`config.mk`:
```
export PLATFORM = sky130hd
export DESIGN_NAME = wsw_top
export DESIGN_NICKNAME = d
export VERILOG_FILES = /design/src/hw/wsw_top.v
export VERILOG_INCLUDE_DIRS = /design/src /design/src/hw
export SDC_FILE = /design/constraint.sdc
export NUM_CORES = 1
export LEC_CHECK = 0
export BUFFER_PORTS_ARGS = -buffer_cell sky130_fd_sc_hd__buf_2
export CAP_MARGIN = 20
export CORE_UTILIZATION = 35
export CTS_CLUSTER_DIAMETER = 40
export DETAILED_ROUTE_END_ITERATION = 10
export PLACE_DENSITY = 0.69
export SLEW_MARGIN = 10
export SYNTH_ARGS = -nofsm -noshare
export SYNTH_HDL_FRONTEND = slang
export SYNTH_SLANG_ARGS = --single-unit
```
`constraint.sdc`:
```
create_clock -name clk_i -period 4.6 [get_ports clk_i]
set_clock_uncertainty 0.1 [all_clocks]
set_input_delay 0.23 -clock clk_i [delete_from_list [all_inputs] [get_ports clk_i]]
set_output_delay 0.23 -clock clk_i [all_outputs]
set_load 0.01 [all_outputs]
```
`src/hw/wsw_map.vh`:
```
// How it works
// - Watchdog counts on its own RC tick, independent of system clock gating
// - Configuration enable bit at 1 forces the watchdog on for good
// - Erased configuration reads the watchdog enable bit as 1
// - Enabled watchdog counts to overflow; overflow while awake resets device
// - Clear instruction restarts the watchdog count from zero
// - Overflow during Sleep wakes the device instead of resetting it
// - Wake by watchdog overflow clears the time-out status bit
// - With configuration bit 0, reset control bit 5 enables the watchdog
// - Only the power-save instruction enters Sleep or Idle, per its operand
// - Sleep stops CPU and peripheral clocks and shuts on-chip oscillator
// - Sleep keeps RC clock while watchdog runs; clock monitor is off
// - Brown-out and low-voltage detection stay active through Sleep
// - Sleep ends on enabled interrupt, any reset, or watchdog overflow
// - Wake takes configuration fields; with switching, current-oscillator field
// - Power-on or brown-out wake picks oscillator from configuration fields
// - Crystal wake waits power-on, power-up, start-up timer, and PLL lock for PLL
// - External, fast RC, low-power RC, external RC wake waits power-on only
// - Low-power crystal kept running in Sleep wakes after power-on only
`ifndef WSW_MAP_VH
`define WSW_MAP_VH
// Register byte offsets
`define WSW_ADR_RESET_CONTROL_REG      4'h0
`define WSW_ADR_OSC       4'h4
`define WSW_ADR_WDT       4'h8
// Reset control fields
`define WSW_RESET_CONTROL_REG_SOFT_WATCHDOG_ENABLE   5
`define WSW_RESET_CONTROL_REG_WATCHDOG_TIMEOUT_FLAG     4
`define WSW_RESET_CONTROL_REG_SLEEP    3
`define WSW_RESET_CONTROL_REG_IDLE     2
// Oscillator register fields
`define WSW_OSC_SWEN      3
// Reset values
`define WSW_ERASED_WDTEN  1'b1
`define WSW_RST_OSC       3'h0
// Oscillator codes
`define WSW_OSC_FRC       3'h0
`define WSW_OSC_EXT       3'h1
`define WSW_OSC_ERC       3'h2
`define WSW_OSC_LOW_POWER_RC_CLOCK      3'h3
`define WSW_OSC_XTAL      3'h4
`define WSW_OSC_XPLL      3'h5
`define WSW_OSC_LP        3'h6
`define WSW_FOS_PRIMARY   3'h7
// Power-save operand
`define WSW_PS_SLEEP      1'b0
// Timing
`define WSW_CLK_MHZ       125
`define WSW_POWER_ON_DELAY_NS       10000
`define WSW_PLL_LOCK_DELAY_NS      20000
`define WSW_POWER_ON_DELAY_CYC  ((`WSW_POWER_ON_DELAY_NS * `WSW_CLK_MHZ + 999) / 1000)
`define WSW_PLL_LOCK_DELAY_CYC ((`WSW_PLL_LOCK_DELAY_NS * `WSW_CLK_MHZ + 999) / 1000)
`define WSW_OST_CYC       1024
`endif

```
`src/hw/wsw_top.v`:
```
// The Wishbone slave port and the address map were left to the implementer.
`include "wsw_map.vh"

module wsw_top #(
    parameter WDT_W    = 16,
    parameter RC_DIV   = 4,
    parameter POWER_UP_TIMER_CYC = 8000000
) (
    input  wire        clk_i,
    input  wire        rst_i,
    // Wishbone slave
    input  wire        cyc_i,
    input  wire        stb_i,
    input  wire        we_i,
    input  wire [3:0]  adr_i,
    input  wire [3:0]  sel_i,
    input  wire [31:0] dat_i,
    output reg  [31:0] dat_o,
    output reg         ack_o,
    // Configuration word
    input  wire        cfg_programmed_i,
    input  wire        cfg_watchdog_enable_i,
    input  wire [2:0]  cfg_osc_source_i,
    input  wire [4:0]  cfg_primary_osc_i,
    // CPU events and wake sources
    input  wire        watchdog_clear_instr_i,
    input  wire        power_save_instr_i,
    input  wire        power_save_mode_i,
    input  wire        irq_wake_i,
    input  wire        por_i,
    input  wire        brown_out_reset_i,
    input  wire        external_pin_reset_i,
    // Oscillator and supervisor status
    input  wire        lp_keep_in_sleep_i,
    input  wire        pll_lock_i,
    input  wire        bor_enable_i,
    input  wire        lvd_enable_i,
    // Clock and power control
    output wire        cpu_clk_en_o,
    output wire        periph_clk_en_o,
    output wire        osc_run_o,
    output wire        low_power_rc_clock_o,
    output wire        clk_monitor_en_o,
    output wire        bor_active_o,
    output wire        lvd_active_o,
    output reg  [2:0]  wake_osc_o,
    output reg         device_reset_o
);

    // Power states; settling stages follow Sleep in this order
    localparam [2:0] ST_RUN  = 3'h0;
    localparam [2:0] ST_IDLE = 3'h1;
    localparam [2:0] ST_SLP  = 3'h2;
    localparam [2:0] ST_POR  = 3'h3;
    localparam [2:0] ST_POWER_UP_TIMER = 3'h4;
    localparam [2:0] ST_OST  = 3'h5;
    localparam [2:0] ST_LOCK = 3'h6;

    // Wide constants are cut to the timer width on purpose
    localparam [31:0] POWER_ON_DELAY_W  = `WSW_POWER_ON_DELAY_CYC;
    localparam [31:0] PLL_LOCK_DELAY_W = `WSW_PLL_LOCK_DELAY_CYC;
    localparam [31:0] OST_W   = `WSW_OST_CYC;
    localparam [31:0] POWER_UP_TIMER_W  = POWER_UP_TIMER_CYC;
    localparam [31:0] DIV_W   = RC_DIV - 1;

    // Timer is 24 bits: the power-up count must stay below 2**24
    localparam [23:0] POWER_ON_DELAY_C  = POWER_ON_DELAY_W[23:0];
    localparam [23:0] PLL_LOCK_DELAY_C = PLL_LOCK_DELAY_W[23:0];
    localparam [23:0] OST_C   = OST_W[23:0];
    localparam [23:0] POWER_UP_TIMER_C  = POWER_UP_TIMER_W[23:0];
    localparam [7:0]  DIV_C   = DIV_W[7:0];

    // Sequencer, watchdog and register state

    reg  [2:0]       state_q;
    reg  [23:0]      tmr_q;
    reg  [2:0]       osc_q;
    reg              lp_kept_q;
    reg              cfg_en_q;
    reg              soft_watchdog_enable_q;
    reg              watchdog_timeout_flag_q;
    reg              swen_q;
    reg  [2:0]       current_osc_select_q;
    reg  [7:0]       div_q;
    reg  [WDT_W-1:0] wdt_q;
    reg              slp_seen_q;
    reg              idl_seen_q;
    reg  [31:0]      rd_word;

    wire wdt_en;
    wire rc_tick;
    wire wdt_ovf;
    wire wb_req;
    wire wb_wr;
    wire any_rst;
    // Decoded strobes
    wire wr_reset_control_reg;
    wire wr_osc;
    wire wake_req;

    // Fast wake sources need only the power-on delay
    // Low-power crystal is fast only when it was kept in Sleep
    function fast_osc;
        input [2:0] o;
        begin
            fast_osc = (o == `WSW_OSC_EXT) || (o == `WSW_OSC_FRC) ||
                       (o == `WSW_OSC_LOW_POWER_RC_CLOCK) || (o == `WSW_OSC_ERC);
        end
    endfunction

    // Oscillator chosen by the configuration fields
    function [2:0] cfg_osc;
        input [2:0] cfg_osc_source;
        input [4:0] cfg_primary_osc;
        begin
            if (cfg_osc_source == `WSW_FOS_PRIMARY)
                cfg_osc = cfg_primary_osc[2:0];
            else
                cfg_osc = cfg_osc_source;
        end
    endfunction

    // Awake states: CPU or peripherals clocked, overflow resets
    function awake_st;
        input [2:0] s;
        begin
            awake_st = (s == ST_RUN) || (s == ST_IDLE);
        end
    endfunction

    // Wake-up states: clock held while the timers run out
    function settling_st;
        input [2:0] s;
        begin
            settling_st = (s == ST_POR) || (s == ST_POWER_UP_TIMER) ||
                          (s == ST_OST) || (s == ST_LOCK);
        end
    endfunction

    // Config enable forces the watchdog on; else the soft bit
    assign wdt_en  = cfg_en_q | soft_watchdog_enable_q;
    assign any_rst = por_i | brown_out_reset_i | external_pin_reset_i;
    assign wb_req  = cyc_i & stb_i;
    assign wb_wr   = wb_req & we_i & ack_o & sel_i[0];

    // Write strobes per register, taken at the ack edge
    assign wr_reset_control_reg  = wb_wr & (adr_i == `WSW_ADR_RESET_CONTROL_REG);
    assign wr_osc   = wb_wr & (adr_i == `WSW_ADR_OSC);
    // Any of these ends Sleep
    assign wake_req = irq_wake_i | any_rst | wdt_ovf;

    // RC oscillator runs whenever the watchdog needs it, asleep or not
    assign low_power_rc_clock_o = wdt_en;
    assign rc_tick = wdt_en & (div_q == DIV_C);
    // A clear on the very tick of overflow still saves the device;
    // the count restarts instead of rolling into a reset
    assign wdt_ovf = rc_tick & (&wdt_q) & ~watchdog_clear_instr_i;

    // Gating follows the power state; monitor idles while asleep
    // Idle keeps peripherals clocked; only the CPU stops
    assign cpu_clk_en_o     = (state_q == ST_RUN);
    assign periph_clk_en_o  = (state_q == ST_RUN) |
                              (state_q == ST_IDLE);
    assign osc_run_o        = (state_q != ST_SLP) | lp_kept_q;
    assign clk_monitor_en_o = (state_q != ST_SLP);
    // Supervisors are not touched by the power state
    assign bor_active_o     = bor_enable_i;
    assign lvd_active_o     = lvd_enable_i;

    // Config bit latched at reset release; erased parts read one
    // A new config word only takes effect at the next reset
    always @(posedge clk_i) begin
        if (rst_i) begin
            cfg_en_q <= cfg_programmed_i ? cfg_watchdog_enable_i
                                         : `WSW_ERASED_WDTEN;
        end
    end

    // RC divider: stands in for the separate watchdog oscillator
    // It stops while disabled, so the first tick is a full period
    always @(posedge clk_i) begin
        if (rst_i || !wdt_en || div_q == DIV_C) begin
            div_q <= 8'h00;
        end else begin
            div_q <= div_q + 8'h01;
        end
    end

    // Watchdog counter, width set by parameter
    // Disabled watchdog holds zero, so enabling starts a full period
    always @(posedge clk_i) begin
        if (rst_i || !wdt_en) begin
            wdt_q <= {WDT_W{1'b0}};
        end else if (watchdog_clear_instr_i) begin
            wdt_q <= {WDT_W{1'b0}};
        end else if (rc_tick) begin
            wdt_q <= wdt_q + {{(WDT_W-1){1'b0}}, 1'b1};
        end
    end

    // Read mux; unmapped offsets read as zero
    always @* begin
        rd_word = 32'h0000_0000;
        case (adr_i)
        `WSW_ADR_RESET_CONTROL_REG: rd_word = {26'h0, soft_watchdog_enable_q, watchdog_timeout_flag_q,
                                  slp_seen_q, idl_seen_q, 2'h0};
        `WSW_ADR_OSC:  rd_word = {28'h0, swen_q, current_osc_select_q};
        `WSW_ADR_WDT:  rd_word = {{(32-WDT_W){1'b0}}, wdt_q};
        default:       rd_word = 32'h0000_0000;
        endcase
    end

    // Wishbone: ack one cycle after request, write at the ack edge
    // Back-to-back requests are not taken: ack needs a gap
    always @(posedge clk_i) begin
        if (rst_i) begin
            ack_o <= 1'b0;
            dat_o <= 32'h0000_0000;
        end else begin
            ack_o <= wb_req & ~ack_o;
            // Data latched at the request edge, shown with ack
            if (wb_req & ~ack_o & ~we_i)
                dat_o <= rd_word;
        end
    end

    // Software bits of the reset control and oscillator registers
    // Oscillator field only steers wake-up while switching is on
    always @(posedge clk_i) begin
        if (rst_i) begin
            soft_watchdog_enable_q <= 1'b0;
            swen_q   <= 1'b0;
            current_osc_select_q   <= `WSW_RST_OSC;
        end else begin
            // Soft enable only matters while the config bit is clear
            if (wr_reset_control_reg)
                soft_watchdog_enable_q <= dat_i[`WSW_RESET_CONTROL_REG_SOFT_WATCHDOG_ENABLE];
            if (wr_osc) begin
                swen_q <= dat_i[`WSW_OSC_SWEN];
                current_osc_select_q <= dat_i[2:0];
            end
        end
    end

    // Status flags: hardware set beats a software clear
    // Slept and idled flags tell software where the last wake came from
    always @(posedge clk_i) begin
        if (rst_i) begin
            watchdog_timeout_flag_q     <= 1'b0;
            slp_seen_q <= 1'b0;
            idl_seen_q <= 1'b0;
        end else begin
            if (wr_reset_control_reg) begin
                watchdog_timeout_flag_q     <= dat_i[`WSW_RESET_CONTROL_REG_WATCHDOG_TIMEOUT_FLAG];
                slp_seen_q <= dat_i[`WSW_RESET_CONTROL_REG_SLEEP];
                idl_seen_q <= dat_i[`WSW_RESET_CONTROL_REG_IDLE];
            end
            // Flag marks a watchdog reset; an overflow while the clock
            // is still held on wake-up resets nothing, so it is not shown
            if (wdt_ovf && awake_st(state_q))
                watchdog_timeout_flag_q <= 1'b1;
            if (wdt_ovf && state_q == ST_SLP)
                watchdog_timeout_flag_q <= 1'b0;
            if (state_q == ST_SLP)
                slp_seen_q <= 1'b1;
            if (state_q == ST_IDLE)
                idl_seen_q <= 1'b1;
        end
    end

    // Power-state sequencer with wake-up delays
    always @(posedge clk_i) begin
        if (rst_i) begin
            // Reset returns to run with the default oscillator
            state_q        <= ST_RUN;
            tmr_q          <= 24'h000000;
            osc_q          <= `WSW_RST_OSC;
            lp_kept_q      <= 1'b0;
            wake_osc_o     <= `WSW_RST_OSC;
            device_reset_o <= 1'b0;
        end else begin
            device_reset_o <= 1'b0;
            // Shared timer; each wake stage restarts it from zero
            tmr_q          <= tmr_q + 24'h000001;
            case (state_q)
            // Running: overflow resets, the instruction saves power
            ST_RUN: begin
                if (wdt_ovf) begin
                    device_reset_o <= 1'b1;
                end else if (power_save_instr_i) begin
                    // Only the instruction enters a saving state
                    if (power_save_mode_i == `WSW_PS_SLEEP) begin
                        state_q   <= ST_SLP;
                        lp_kept_q <= lp_keep_in_sleep_i &
                                     (osc_q == `WSW_OSC_LP);
                    end else begin
                        state_q <= ST_IDLE;
                    end
                end
            end
            // Idle: overflow still resets, a wake goes straight to run
            ST_IDLE: begin
                if (wdt_ovf) begin
                    device_reset_o <= 1'b1;
                    state_q        <= ST_RUN;
                end else if (irq_wake_i | any_rst) begin
                    state_q <= ST_RUN;
                end
            end
            ST_SLP: begin
                // Overflow here wakes rather than resets
                if (wake_req) begin
                    state_q <= ST_POR;
                    tmr_q   <= 24'h000000;
                    // Power-on and brown-out take the oscillator from
                    // config; others take the switched field, or config without switching
                    if (por_i | brown_out_reset_i)
                        osc_q <= cfg_osc(cfg_osc_source_i,
                                         cfg_primary_osc_i);
                    else if (swen_q)
                        osc_q <= current_osc_select_q;
                    else
                        osc_q <= cfg_osc(cfg_osc_source_i,
                                         cfg_primary_osc_i);
                end
            end
            // Power-on delay applies to every wake source
            // Kept low-power crystal skips the longer stages
            ST_POR: begin
                wake_osc_o <= osc_q;
                if (tmr_q >= POWER_ON_DELAY_C - 24'h000001) begin
                    tmr_q <= 24'h000000;
                    if (fast_osc(osc_q))
                        state_q <= ST_RUN;
                    else if (osc_q == `WSW_OSC_LP && lp_kept_q)
                        state_q <= ST_RUN;
                    else
                        state_q <= ST_POWER_UP_TIMER;
                end
            end
            // Power-up delay, crystal sources only
            ST_POWER_UP_TIMER: begin
                if (tmr_q >= POWER_UP_TIMER_C - 24'h000001) begin
                    tmr_q   <= 24'h000000;
                    state_q <= ST_OST;
                end
            end
            ST_OST: begin
                // Clock held until the crystal has settled
                if (tmr_q >= OST_C - 24'h000001) begin
                    tmr_q <= 24'h000000;
                    if (osc_q == `WSW_OSC_XPLL)
                        state_q <= ST_LOCK;
                    else
                        state_q <= ST_RUN;
                end
            end
            ST_LOCK: begin
                // Lock must be seen after the lock delay has run
                // A lost lock restarts the wait; no upper bound is set
                if (!pll_lock_i)
                    tmr_q <= 24'h000000;
                else if (tmr_q >= PLL_LOCK_DELAY_C - 24'h000001)
                    state_q <= ST_RUN;
            end
            // Unused codes fall back to run
            default: begin
                state_q <= ST_RUN;
            end
            endcase
            // Outside Sleep and wake-up, follow the switched clock
            if (!settling_st(state_q) && state_q != ST_SLP && swen_q)
                osc_q <= current_osc_select_q;
        end
    end

endmodule // wsw_top

```
==> results.md <==
Status:
- The run finished, with violations left.
- The final reports fail on DRC.

Clock network:
- The number of hold buffers added after cts is 0.
- The H-tree generated during clock tree synthesis spans 3 levels.
- TritonCTS created 9 clock buffers.
- The clock latency at the later pin of the worst-skew pair is approximately 340 ps.
- The post-cts gate resize count is 0.
- The count of clock tree sinks is 85.
- No sink is reached through more buffers than the 2 on the longest clock path.
- The cell sitting at the root of the clock tree is a sky130_fd_sc_hd__clkbuf_16.
- The TritonCTS clock tree is yes.
- The clock edge transition at the registers on the reported setup and hold paths is 60 ps.
- Buffers added to address setup during post-CTS repair amount to 0.

Global routing:
- The global-route wire length before repair is 15400 um.
- The via count of the first global-routing pass was 3311.
- The number of antenna violations at the first check in global routing is 0.
- Across every metal layer, demand over resource in global routing totals 15.3%.
- After global routing the overflow that remains totals 0.
- Entering global routing, the biggest net connects 25 pins.

Power:
- For this design the ratio of total power to cell area is 333 nW/um^2.
- The total chip power is 1610 uW.
- The total leakage power is 0.00193 uW.
- The maximum ir drop on the vdd rail is between 0.0002 and 0.00025 V.

Placed design:
- At the end of routability-driven placement, the weighted congestion stood at 0.868.
- The count of buffers added on input and output ports is 58.
- The wire-length estimate of the detail-placed layout is between 6000 and 7000 um.
- Once placement finished, the instance area stood at between 4000 and 5000 um^2.

Critical path:
- Traced cell by cell, the critical path runs through ha_1 > or3b_2 > nor4_2 > a211oi_1 > a2bb2oi_1 > o21ai_2 > nor2_1.
- Grouping stages by cell kind, the critical path spends the most delay in simple AND/OR/NAND/NOR gates.
- The buffer and inverter count on the worst path is 0.
- The worst setup path is captured at a register.
- Across all register-to-register paths, the minimum setup slack is 1450 ps.
- At the worst endpoint, the arrival time is 3230 ps.
- The maximum fanout count along the critical path is 24.
- The worst path required time is 4690 ps.
- By startpoint and endpoint, the worst setup path is classified as register to register.
- The delay contributed by the slowest stage of the critical path is 770 ps.
- The worst setup path is launched from a register.
- On the critical path, the stage with the largest delay is an instance of sky130_fd_sc_hd__o21ai_2.

Logic synthesis:
- The most used flip-flop cell after synthesis is sky130_fd_sc_hd__dfxtp_1.
- The area fraction in and, or, nand and nor cells after synthesis is between 20% and 30%.
- Counting flops with an async set or reset pin after synthesis yields a share of 0%.
- The multiplexer share of the synthesized area is 5.56%.
- After synthesis, the cell types taking the most area are sky130_fd_sc_hd__dfxtp_1, sky130_fd_sc_hd__nor2_1, sky130_fd_sc_hd__mux2i_1.
- By instance count, the leading cell after synthesis is sky130_fd_sc_hd__nor2_1.
- The largest family of logic cells by synthesized area is simple AND/OR/NAND/NOR gates.
- The number of enable-type register cells in the synthesized netlist is 1.
- The dominant cell type by area after synthesis is sky130_fd_sc_hd__dfxtp_1.
- The post-synthesis xor/xnor area fraction is around 8.3%.
- Synthesis inferred 85 register bits.
- The area fraction in compound gates after synthesis is 11.2%.
- The post-synthesis share of cell area spent on full adders, half adders and majority gates is 1.79%.
- Counting instances in the post-synthesis netlist gives the leading cell types as sky130_fd_sc_hd__nor2_1, sky130_fd_sc_hd__dfxtp_1, sky130_fd_sc_hd__nand2_1.
- In the synthesized netlist, the number of instances is 502.
- The summed instance area of the synthesized netlist is 4210 um^2.
- The count of different cell masters after synthesis is 54.
- Of the synthesized area, sequential elements account for 40.7%.
- During synthesis, Yosys emitted a total of 0 warnings.
- Of the post-synthesis cell area, the dominant cell type holds 40.0%.
- The synthesized area divided by synthesized cell count is 8.38 um^2.

STA:
- Setup violations remaining at the end of the flow were counted as 0.
- Subtracting the final worst setup slack from the clock period gives 3150 ps.
- Timing would allow up to 318 MHz.
- The final period utilization is 68.4%.
- The final count of pins violating max slew is 0.
- The sum of negative setup slack is 0 ps.
- The final number of hold-violating endpoints is 0.
- The slew of the pin with the lowest slew margin is roughly 1000 ps.
- Setup repair after global routing left no endpoint under its margin.
- The final worst hold slack is 30.3 ps.
- Measured against its own limit, the worst slew margin works out to 31.0%.

Floorplanning:
- The horizontal die dimension is 112 um.
- The initialized floorplan defines 39 standard-cell rows.
- The height of the die is 112 um.
- The starting utilization of the core area is between 30% and 40%.
- The floorplan step defined a core boundary enclosing roughly 12000 um^2.
- Pin placement for this block handled 110 I/O pins.
- The area of the die is 12500 um^2.

Detailed routing:
- The DRC violation count after routing is 5.
- The routed layout has 3578 vias.
- The per-cell routed wire length is 13.2 um.
- The first TritonRoute pass finished after 11 iterations.
- Wires add up to 9240 um.
- The detail route stage leaves a number of antenna-violating nets equal to 0.
- The detail-routed via count per cell is between 5 and 6.
- The detailed router finished its first iteration with ~210 violations.

Finish:
- The fill cell total of the finished layout is 1136.
- The post-route netlist has 16.2% of its cells at a drive strength greater than 1.
- The finished cells cover 4840 um^2.
- Relative to the synthesized area, the layout overhead comes to 15.0%.
- The count of antenna diodes in the layout is 0.
- The net count of the finished layout is 623.

Hold path:
- The type of the tightest min-delay check is primary input to register.

Flow run:
- Max-cap violations in this run came to 0.
[logic make-up (layout without fill, tap and decap cells)]
group | Yosys count | after routing
muxes | 23 | 23
DFF | 85 | 85
and+or+nand+nor | 230 | 230
other | 1 | 16
adders and majority gates | 6 | 6
buffers and inverters | 49 | 88
AOI/OAI and AO/OA | 68 | 68
xor gates and xnor gates | 40 | 40
[per-stage QoR]
step                      utilization [%]  worst slack, ps  std cells
after detailed placement             39.2             1460        683
after global routing                 41.8             1190        699
final                                41.8             1450        699
after global placement               39.2             1570        683
after floorplan                         -             2070        517
after CTS                            41.8             1440        699
[routing by layer]
metal  global-route usage, %  vias to the layer above  wire [um]
li1                        -                     1805          -
met1                    18.3                     1670       4260
met2                    26.5                       92       4450
met3                    4.52                       11        428
met4                    4.50                        0        104
met5                       0                        -          0
[worst paths after layout]
check,endpoint,startpoint,cells past startpoint
worst max-delay path,tmr_q[18],div_q[1],7
worst min-delay path,soft_watchdog_enable_q,dat_i[5],3
worst max register to register,tmr_q[18],div_q[1],7
worst min register to register,tmr_q[0],tmr_q[0],1
[cells in the final DEF, fill, tap and decap left out, types with 5 or more instances in the layout]
cell	netlist	layout
sky130_fd_sc_hd__a21oi_1	15	15
sky130_fd_sc_hd__a22oi_1	16	16
sky130_fd_sc_hd__and3_1	7	7
sky130_fd_sc_hd__buf_2	2	58
sky130_fd_sc_hd__clkbuf_16	0	9
sky130_fd_sc_hd__conb_1	1	16
sky130_fd_sc_hd__dfxtp_1	84	84
sky130_fd_sc_hd__ha_1	6	6
sky130_fd_sc_hd__inv_1	13	13
sky130_fd_sc_hd__mux2i_1	20	20
sky130_fd_sc_hd__nand2_1	38	38
sky130_fd_sc_hd__nand3_1	23	23
sky130_fd_sc_hd__nand4_1	6	6
sky130_fd_sc_hd__nor2_1	92	92
sky130_fd_sc_hd__nor3_1	23	23
sky130_fd_sc_hd__o21ai_0	12	12
sky130_fd_sc_hd__or2_2	5	5
sky130_fd_sc_hd__or3_1	9	9
sky130_fd_sc_hd__xnor2_1	20	20
sky130_fd_sc_hd__xor2_1	20	20
[cell type report]
class | instances | area (um^2) | area share, %
inverter | 13 | 48.8 | 1.01
sequential | 85 | 1710 | 35.4
clock inverter | 5 | 60.1 | 1.24
clock buffer | 11 | 243 | 5.02
tap | 143 | 179 | 3.70
multi-input combinational | 383 | 2300 | 47.5
timing repair buffer | 59 | 298 | 6.16
[sequential cells by signal, indices dropped and copies added (netlist names)]
| register | flops |
|---|---|
| ack_o | 1 |
| cfg_en_q | 1 |
| current_osc_select_q | 3 |
| dat_o | 16 |
| device_reset_o | 1 |
| div_q | 8 |
| idl_seen_q | 1 |
| lp_kept_q | 1 |
| osc_q | 3 |
| slp_seen_q | 1 |
| soft_watchdog_enable_q | 1 |
| state_q | 3 |
| swen_q | 1 |
| tmr_q | 24 |
| wake_osc_o | 3 |
| watchdog_timeout_flag_q | 1 |
| wdt_q | 16 |
[tightest hold or removal path: cells and delay by family]
kind                   cells  cell delay, ps
and+or+nand+nor            1              70
muxes                      1              50
buffers and inverters      1              80
[power by group]
part	switching, uW	total, uW	leakage (uW)	internal, uW
Clock	291	727	0.000146	436
Sequential	15.9	764	0.000688	749
Combinational	71.2	117	0.00109	45.4
(Power assumes the default switching activity.)
